[config.mk]
export PLATFORM = sky130hd
export DESIGN_NAME = pols_port
export DESIGN_NICKNAME = d
export VERILOG_FILES = /design/src/pols_pkg.sv /design/src/pols_port.sv
export SDC_FILE = /design/constraint.sdc
export NUM_CORES = 1
export LEC_CHECK = 0
export ABC_CLOCK_PERIOD_IN_PS = 2220
export CORE_MARGIN = 10
export CORE_UTILIZATION = 39
export CTS_CLUSTER_DIAMETER = 40
export DETAILED_ROUTE_END_ITERATION = 8
export DONT_BUFFER_PORTS = 1
export PLACE_DENSITY = 0.49
export SLEW_MARGIN = 20
export SYNTH_ARGS = -nofsm -noshare
export SYNTH_HDL_FRONTEND = slang
export SYNTH_SLANG_ARGS = --single-unit
[constraint.sdc]
create_clock -name aclk -period 2.22 [get_ports aclk]
set_input_delay 0.111 -clock aclk [delete_from_list [all_inputs] [get_ports aclk]]
set_output_delay 0.111 -clock aclk [all_outputs]
set_load 0.01 [all_outputs]
[src/pols_pkg.sv]
// Package for the port owner, power and line-state block
package pols_pkg;
   // Register byte offsets
   localparam logic [7:0] POLS_PORT_OFS = 8'h00;
   localparam logic [7:0] POLS_CFG_OFS = 8'h04;
   localparam logic [7:0] POLS_STAT_OFS = 8'h08;
   localparam logic [7:0] POLS_MASK_OFS = 8'h0C;
   // Port register field positions
   localparam int POLS_PTC_LSB = 16;
   localparam int POLS_PO_BIT = 13;
   localparam int POLS_PP_BIT = 12;
   localparam int POLS_LS_LSB = 10;
   localparam int POLS_PE_BIT = 2;
   localparam int POLS_CCS_BIT = 0;
   // Config register fields
   localparam int POLS_CF_BIT = 0;
   localparam int POLS_PPC_BIT = 4;
   // Event bits
   localparam int POLS_EV_OC = 0;
   localparam int POLS_EV_PO = 1;
   localparam int POLS_EV_LS = 2;
   localparam int POLS_EV_W = 3;
   // Reset values
   localparam logic POLS_PO_RST = 1'b1;
   localparam logic POLS_PP_RST = 1'b0;
   localparam logic [3:0] POLS_PTC_RST = 4'h0;
   // Test selector encodings
   typedef enum logic [3:0] {
      POLS_TM_OFF = 4'h0,
      POLS_TM_J = 4'h1,
      POLS_TM_K = 4'h2,
      POLS_TM_SE0_NAK = 4'h3,
      POLS_TM_PACKET = 4'h4,
      POLS_TM_FORCE_EN = 4'h5
   } pols_test_t;
   // Line states
   localparam logic [1:0] POLS_LS_K = 2'b01;
   // Bus write state
   typedef enum logic [1:0] {
      POLS_WS_IDLE = 2'b00,
      POLS_WS_RESP = 2'b01
   } pols_wst_t;
   // USB line pins as a group
   typedef struct packed {
      logic dp;
      logic dm;
   } pols_line_t;
   // Controls to the port logic
   typedef struct packed {
      logic owner_companion;
      logic power_on;
      logic drive_j;
      logic drive_k;
      logic test_se0_nak;
      logic test_packet;
      logic test_force_en;
   } pols_ctl_t;
endpackage : pols_pkg

[src/pols_port.sv]
// Port owner, power switch and line-state logic with AXI4-Lite registers
//
// Function
// - Selector zero is normal; 0001b drives J, 0010b drives K.
// - 0011b SE0_NAK, 0100b test packet, 0101b force enable, rest reserved.
// - Owner flag resets to 1, cleared when configured flag rises.
// - Owner flag held at 1 while configured flag is 0.
// - Owner flag 1 hands port control to the companion controller.
// - Without switch capability, power flag reads 1, port always powered.
// - With switch capability, power flag is the switch state.
// - Power flag 0 makes port nonfunctional with no status.
// - Overcurrent with switch capability clears the power flag.
// - Line-state bit 11 is DP, bit 10 is DM.
// - Line state valid when port disabled and connected; undefined unpowered.
`timescale 1ns/1ns
module pols_port
   import pols_pkg::*;
(
   // Clock and reset
   input wire logic aclk,
   input wire logic aresetn,
   // AXI4-Lite write address and data
   input wire logic [7:0] s_axi_awaddr,
   input wire logic s_axi_awvalid,
   output logic s_axi_awready,
   input wire logic [31:0] s_axi_wdata,
   input wire logic [3:0] s_axi_wstrb,
   input wire logic s_axi_wvalid,
   output logic s_axi_wready,
   // AXI4-Lite write response
   output logic [1:0] s_axi_bresp,
   output logic s_axi_bvalid,
   input wire logic s_axi_bready,
   // AXI4-Lite read
   input wire logic [7:0] s_axi_araddr,
   input wire logic s_axi_arvalid,
   output logic s_axi_arready,
   output logic [31:0] s_axi_rdata,
   output logic [1:0] s_axi_rresp,
   output logic s_axi_rvalid,
   input wire logic s_axi_rready,
   // Port pins and port state
   input wire pols_pkg::pols_line_t line_in,
   input wire logic overcurrent_in,
   input wire logic port_enabled,
   input wire logic dev_connected,
   // Port controls and interrupt
   output pols_pkg::pols_ctl_t port_ctl,
   output logic irq
);
   import pols_pkg::*;

   typedef struct packed {
      logic [1:0] line_s1;
      logic [1:0] line_s2;
      logic oc_s1;
      logic oc_s2;
      logic cf;
      logic cf_prev;
      logic power_switch_capability;
      logic po;
      logic pp;
      logic [3:0] port_test_selector;
      logic [3:0] stat;
      logic [3:0] mask;
      logic [1:0] ls_prev;
      logic aw_got;
      logic [7:0] aw_addr;
      logic w_got;
      logic [31:0] w_data;
      logic [3:0] w_strb;
      pols_wst_t wst;
      logic bvalid;
      logic [1:0] bresp;
      logic rvalid;
      logic [31:0] rdata;
      logic [1:0] rresp;
      pols_ctl_t ctl;
      logic irq;
   } pols_state_t;

   pols_state_t s_q;
   pols_state_t s_d;
   logic [31:0] port_word;
   logic do_wr;
   logic pp_eff;
   logic oc_hit;

   always_comb begin
      // Port register image
      port_word = 32'h0000_0000;
      pp_eff = s_q.power_switch_capability ? s_q.pp : 1'b1;
      port_word[POLS_PTC_LSB +: 4] = s_q.port_test_selector;
      port_word[POLS_PO_BIT] = s_q.po;
      port_word[POLS_PP_BIT] = pp_eff;
      // Unpowered port shows zero line state; bits 15:14 stay zero
      if (pp_eff) begin
         port_word[POLS_LS_LSB +: 2] = s_q.line_s2;
      end
      port_word[POLS_PE_BIT] = port_enabled & pp_eff;
      port_word[POLS_CCS_BIT] = dev_connected & pp_eff;
      oc_hit = s_q.oc_s2 & s_q.power_switch_capability & s_q.pp;
      do_wr = s_q.aw_got & s_q.w_got & (s_q.wst == POLS_WS_IDLE);

      s_d = s_q;
      s_d.line_s1 = {line_in.dp, line_in.dm};
      s_d.line_s2 = s_q.line_s1;
      s_d.oc_s1 = overcurrent_in;
      s_d.oc_s2 = s_q.oc_s1;
      s_d.cf_prev = s_q.cf;
      s_d.ls_prev = s_q.line_s2;

      // Address and data taken in either order
      if (s_axi_awvalid && s_axi_awready) begin
         s_d.aw_got = 1'b1;
         s_d.aw_addr = s_axi_awaddr;
      end
      if (s_axi_wvalid && s_axi_wready) begin
         s_d.w_got = 1'b1;
         s_d.w_data = s_axi_wdata;
         s_d.w_strb = s_axi_wstrb;
      end
      if (do_wr) begin
         s_d.aw_got = 1'b0;
         s_d.w_got = 1'b0;
         s_d.wst = POLS_WS_RESP;
         s_d.bvalid = 1'b1;
         s_d.bresp = 2'b00;
         unique case (s_q.aw_addr)
            POLS_PORT_OFS: begin
               if (s_q.w_strb[2]) begin
                  s_d.port_test_selector = s_q.w_data[POLS_PTC_LSB +: 4];
               end
               if (s_q.w_strb[1]) begin
                  s_d.po = s_q.w_data[POLS_PO_BIT];
                  if (s_q.power_switch_capability) begin
                     s_d.pp = s_q.w_data[POLS_PP_BIT];
                  end
               end
            end
            POLS_CFG_OFS: begin
               if (s_q.w_strb[0]) begin
                  s_d.cf = s_q.w_data[POLS_CF_BIT];
                  s_d.power_switch_capability = s_q.w_data[POLS_PPC_BIT];
               end
            end
            POLS_STAT_OFS: begin
               if (s_q.w_strb[0]) begin
                  s_d.stat = s_q.stat & ~s_q.w_data[3:0];
               end
            end
            POLS_MASK_OFS: begin
               if (s_q.w_strb[0]) begin
                  s_d.mask = s_q.w_data[3:0];
               end
            end
            default: s_d.bresp = 2'b10;
         endcase
      end
      if (s_q.wst == POLS_WS_RESP && s_axi_bready) begin
         s_d.bvalid = 1'b0;
         s_d.wst = POLS_WS_IDLE;
      end

      // Read channel
      if (s_axi_arvalid && s_axi_arready) begin
         s_d.rvalid = 1'b1;
         s_d.rresp = 2'b00;
         unique case (s_axi_araddr)
            POLS_PORT_OFS: s_d.rdata = port_word;
            POLS_CFG_OFS: s_d.rdata = {27'h000_0000, s_q.power_switch_capability, 3'h0, s_q.cf};
            POLS_STAT_OFS: s_d.rdata = {28'h000_0000, s_q.stat};
            POLS_MASK_OFS: s_d.rdata = {28'h000_0000, s_q.mask};
            default: begin
               s_d.rdata = 32'h0000_0000;
               s_d.rresp = 2'b10;
            end
         endcase
      end else if (s_q.rvalid && s_axi_rready) begin
         s_d.rvalid = 1'b0;
      end

      // Power switch and overcurrent
      if (!s_q.power_switch_capability) begin
         s_d.pp = 1'b1;
      end else if (oc_hit) begin
         s_d.pp = 1'b0;
      end

      // Owner: rising configured flag clears, low configured flag forces one
      if (!s_q.cf) begin
         s_d.po = 1'b1;
      end else if (!s_q.cf_prev) begin
         s_d.po = 1'b0;
      end

      // Sticky events; set wins over the clear above
      if (oc_hit) begin
         s_d.stat[POLS_EV_OC] = 1'b1;
      end
      if (s_d.po != s_q.po) begin
         s_d.stat[POLS_EV_PO] = 1'b1;
      end
      if (s_q.line_s2 != s_q.ls_prev && !port_enabled && dev_connected) begin
         s_d.stat[POLS_EV_LS] = 1'b1;
      end
      s_d.stat[POLS_EV_W] = 1'b0;
      s_d.irq = |(s_d.stat & s_d.mask);

      // Port controls; unpowered or companion-owned port stays idle
      s_d.ctl.owner_companion = s_d.po;
      s_d.ctl.power_on = s_d.power_switch_capability ? s_d.pp : 1'b1;
      s_d.ctl.drive_j = 1'b0;
      s_d.ctl.drive_k = 1'b0;
      s_d.ctl.test_se0_nak = 1'b0;
      s_d.ctl.test_packet = 1'b0;
      s_d.ctl.test_force_en = 1'b0;
      if (!s_d.po && s_d.ctl.power_on) begin
         case (pols_test_t'(s_d.port_test_selector))
            POLS_TM_J: s_d.ctl.drive_j = 1'b1;
            POLS_TM_K: s_d.ctl.drive_k = 1'b1;
            POLS_TM_SE0_NAK: s_d.ctl.test_se0_nak = 1'b1;
            POLS_TM_PACKET: s_d.ctl.test_packet = 1'b1;
            POLS_TM_FORCE_EN: s_d.ctl.test_force_en = 1'b1;
            default: ; // Zero is normal use; reserved codes do nothing
         endcase
      end
   end

   always_ff @(posedge aclk) begin
      if (!aresetn) begin
         s_q <= '0;
         s_q.po <= POLS_PO_RST;
         s_q.pp <= POLS_PP_RST;
         s_q.port_test_selector <= POLS_PTC_RST;
         s_q.wst <= POLS_WS_IDLE;
         s_q.ctl.owner_companion <= POLS_PO_RST;
         s_q.ctl.power_on <= 1'b1;
      end else begin
         s_q <= s_d;
      end
   end

   // Ready only while a slot is free; one write in flight
   always_comb begin
      s_axi_awready = !s_q.aw_got && s_q.wst == POLS_WS_IDLE;
      s_axi_wready = !s_q.w_got && s_q.wst == POLS_WS_IDLE;
      s_axi_arready = !s_q.rvalid;
   end
   assign s_axi_bvalid = s_q.bvalid;
   assign s_axi_bresp = s_q.bresp;
   assign s_axi_rvalid = s_q.rvalid;
   assign s_axi_rdata = s_q.rdata;
   assign s_axi_rresp = s_q.rresp;
   assign port_ctl = s_q.ctl;
   assign irq = s_q.irq;
endmodule : pols_port

==> metrics <==
final setup fails=0; setup repair bufs after CTS=0; vias post-DR=2,275; capturing element of the worst setup path=irq; RR Startpoint=s_q[85]; Worst Path Required=2.45 ns; library cell with the highest instance count after synthesis=dfxtp_1; Die W=110.8 um; number of global-route vias before repair=2,325; proportion of synthesized flip-flops having asynchronous set or reset=0; routed wire length=7.338 mm; cell chain of the critical path=nor4_4 -> and4_1 -> a21boi_1 -> or3_1 -> a221o_1; setup skew after layout=0.005796 ns; Max FO, Critical Path=7; placer congestion estimate=0.6937; total half-perimeter wirelength after legalization and detailed placement=5.283 mm; count of pins over their slew limit=0; Tightest Pin Transition=0.6235 ns; outcome=complete, no violations; predominant post-synthesis flop cell=dfxtp_1; initial cell density of the core=0.3949; final non-filler cell total=484; category of the critical setup timing path=flip-flop to flip-flop; I/O pin total=113; TritonCTS clock tree=built; number of sinks handled by clock tree synthesis=72; # nets final=438; minimum setup slack among reg-to-reg paths=0.18 ns; number of antenna repair diodes=0; Max Root-Sink Buffers=2; root buffer cell=clkbuf_8; die outline height=110.8 um; synthesized cell area=3212 um^2; length of the first detailed-routing pass in iterations=4; clock-pin slew reported for the worst setup and hold paths after clock tree synthesis=0.08 ns; remaining number of nets flagged by the antenna check after routing=0; start point of the critical path=s_q[85]; number of library cell types mapped by synthesis=45; power density relative to cell area=785.3 nW/um^2; global-route wire length before repair=12.12 mm; std cell rows=33; cell area after layout=3696 um^2; Finished Core Util=0.4544; cell leakage power=1.501 nW; upper clock frequency limit=490.2 MHz; number of register bits inferred by synthesis=72; capturing point of the worst reg2reg path=irq; RSZ-0062 raised after global routing=false; number of flops mapped to enable cells by yosys=0; Skew-Pair Late Insertion Delay=0.34 ns; PortBufs=0; average wire per standard cell=15.16 um; critical path arrival=2.27 ns; worst slack, placed=0.1987 ns; category of the worst setup path capture point=flip-flop; worst hold margin=0.04195 ns; cells resized by post-CTS repair=0; max-cap violation count=0; stage delay of the slowest cell on the critical path=0.46 ns; final hold viol count=0; Synth Warn #=0; Residual DRC=0; synthesized area per cell=8.947 um^2; number of H-tree branching levels=3; Die Footprint=12,270 um^2; placed instance count=435; placement-stage cell area=3102 um^2; number of antenna violations at the first check in global routing=0; number of cells on the worst reg-to-reg path=5; number of buffers created by CTS=9; fraction of post-synthesis cell area in the top cell type by area=0.4488; Worst Setup Slack, final=0.1798 ns; via-per-instance ratio=4.700; layout overhead on the synthesized area=15.08%; fraction of layout instances using a drive strength above 1=0.09235; cell types occupying the most area after synthesis=dfxtp_1 45%, buf_4 10%, nand2_1 8.1%, a21boi_0 6.8%, mux2i_1 3.4%; synthesized instance count=359; critical path's slowest cell=nor4_4; pin count of the biggest net entering global routing=67; relative slew slack=0.5834; accumulated negative setup slack=0 ns; library cell with the largest summed area after synthesis=dfxtp_1; total global-route track usage=0.1181; proportion of synthesized chip area in sequential cells=0.4488; synth cell count leaders=72 x dfxtp_1, 69 x nand2_1, 43 x buf_4, 29 x a21boi_0, 16 x and2_1; Hold Crit Class=input pin to flip-flop; total power of the final layout=2.903 mW; first-iteration detailed-routing DRC count=137; area of the placeable core=8134 um^2; VDD IR max=290.9 uV; final global-route overflow total=0; period utilisation layout=0.9190; Final Critical Period=2.040 ns; launching element type of the critical path=flip-flop
## layout make-up
class / count / area, um^2
Clock buffer: 11 / 151.4
Tap cell: 105 / 131.4
Inverter: 5 / 18.77
Timing Repair Buffer: 41 / 400.4
Sequential cell: 72 / 1441
Fill cell: 806 / 4438
Multi-Input combinational cell: 245 / 1450
Clock inverter: 5 / 102.6
## worst max-delay path, delay by kind of cell, from the launching register on
kind            cells  cell delay, ns
simple gates        3            1.18
compound gates      2            0.41
flops               1            0.34
## sequential cells by signal, summed over array words and instances, names as in the netlist
register and count:
irq 1, port_ctl 7, port_word 4, s_axi_bresp 1, s_axi_bvalid 1, s_axi_rdata 13, s_axi_rresp 1, s_axi_rvalid 1
s_d 6, s_q 37
## kinds of logic after synthesis
kind of cell	after synthesis	synth area share
and+or+nand+nor	146	0.2322
buffers and inverters	62	0.1231
AOI/OAI and AO/OA	59	0.1340
other	1	0.001168
muxes	17	0.05532
DFF	72	0.4488
xor gates and xnor gates	2	0.005455
## worst min path at each step
stage | start | to | cells past startpoint
3_5_place_dp | aresetn | port_ctl[5] | 1
3_3_place_gp | aresetn | port_ctl[5] | 1
5_1_grt | s_axi_araddr[3] | s_axi_rdata[0] | 3
4_1_cts | s_axi_araddr[2] | s_axi_rdata[4] | 4
2_1_floorplan | overcurrent_in | s_d[113] | 1
6_report | s_axi_araddr[2] | s_axi_rdata[4] | 4
## what timing repair did
| action | in CTS | in global routing |
|---|---|---|
| hold endpoints to repair | 64 | 0 |
| setup endpoints to repair | 0 | 1 |
| hold buffers | 33 | 0 |
## where the power goes
| group | leakage, nW | internal (mW) | switching, mW | total, mW |
|---|---|---|---|---|
| combinational | 0.788 | 0.106 | 0.126 | 0.231 |
| sequential | 0.587 | 1.34 | 0.0383 | 1.37 |
| clock | 0.126 | 0.806 | 0.491 | 1.30 |
| total | 1.50 | 2.25 | 0.656 | 2.90 |
## per-layer routing
| layer | vias to the layer above | GRT usage | wire (um) |
|---|---|---|---|
| met1 | 1017 | 0.1497 | 3596 |
| li1 | 1189 | - | - |
| met3 | 10 | 0.04004 | 449 |
| met4 | 0 | 0.04688 | 97 |
| met2 | 59 | 0.1792 | 3196 |
| met5 | - | 0 | 0 |
## cell usage in the layout (no fill, tap or decap), types with 3 or more instances in the layout
| master | netlist | routed |
|---|---|---|
| dfxtp_1 | 72 | 72 |
| nand2_1 | 69 | 69 |
| dlygate4sd3_1 | 0 | 32 |
| a21boi_0 | 29 | 29 |
| conb_1 | 1 | 21 |
| and2_1 | 16 | 16 |
| nor2b_1 | 14 | 14 |
| mux2i_1 | 11 | 11 |
| clkbuf_8 | 0 | 11 |
| nor2_1 | 9 | 9 |
| nand3_1 | 8 | 8 |
| buf_4 | 43 | 8 |
| mux2_2 | 6 | 6 |
| inv_1 | 5 | 5 |
| a21oi_1 | 5 | 5 |
| nand4_1 | 5 | 5 |
| o21ai_0 | 5 | 5 |
| a22oi_1 | 5 | 5 |
| nor3_1 | 4 | 4 |
| and3_1 | 3 | 3 |
| nor4_1 | 3 | 3 |
| bufinv_16 | 0 | 3 |
Note: power is estimated with default switching activity, not from simulation.
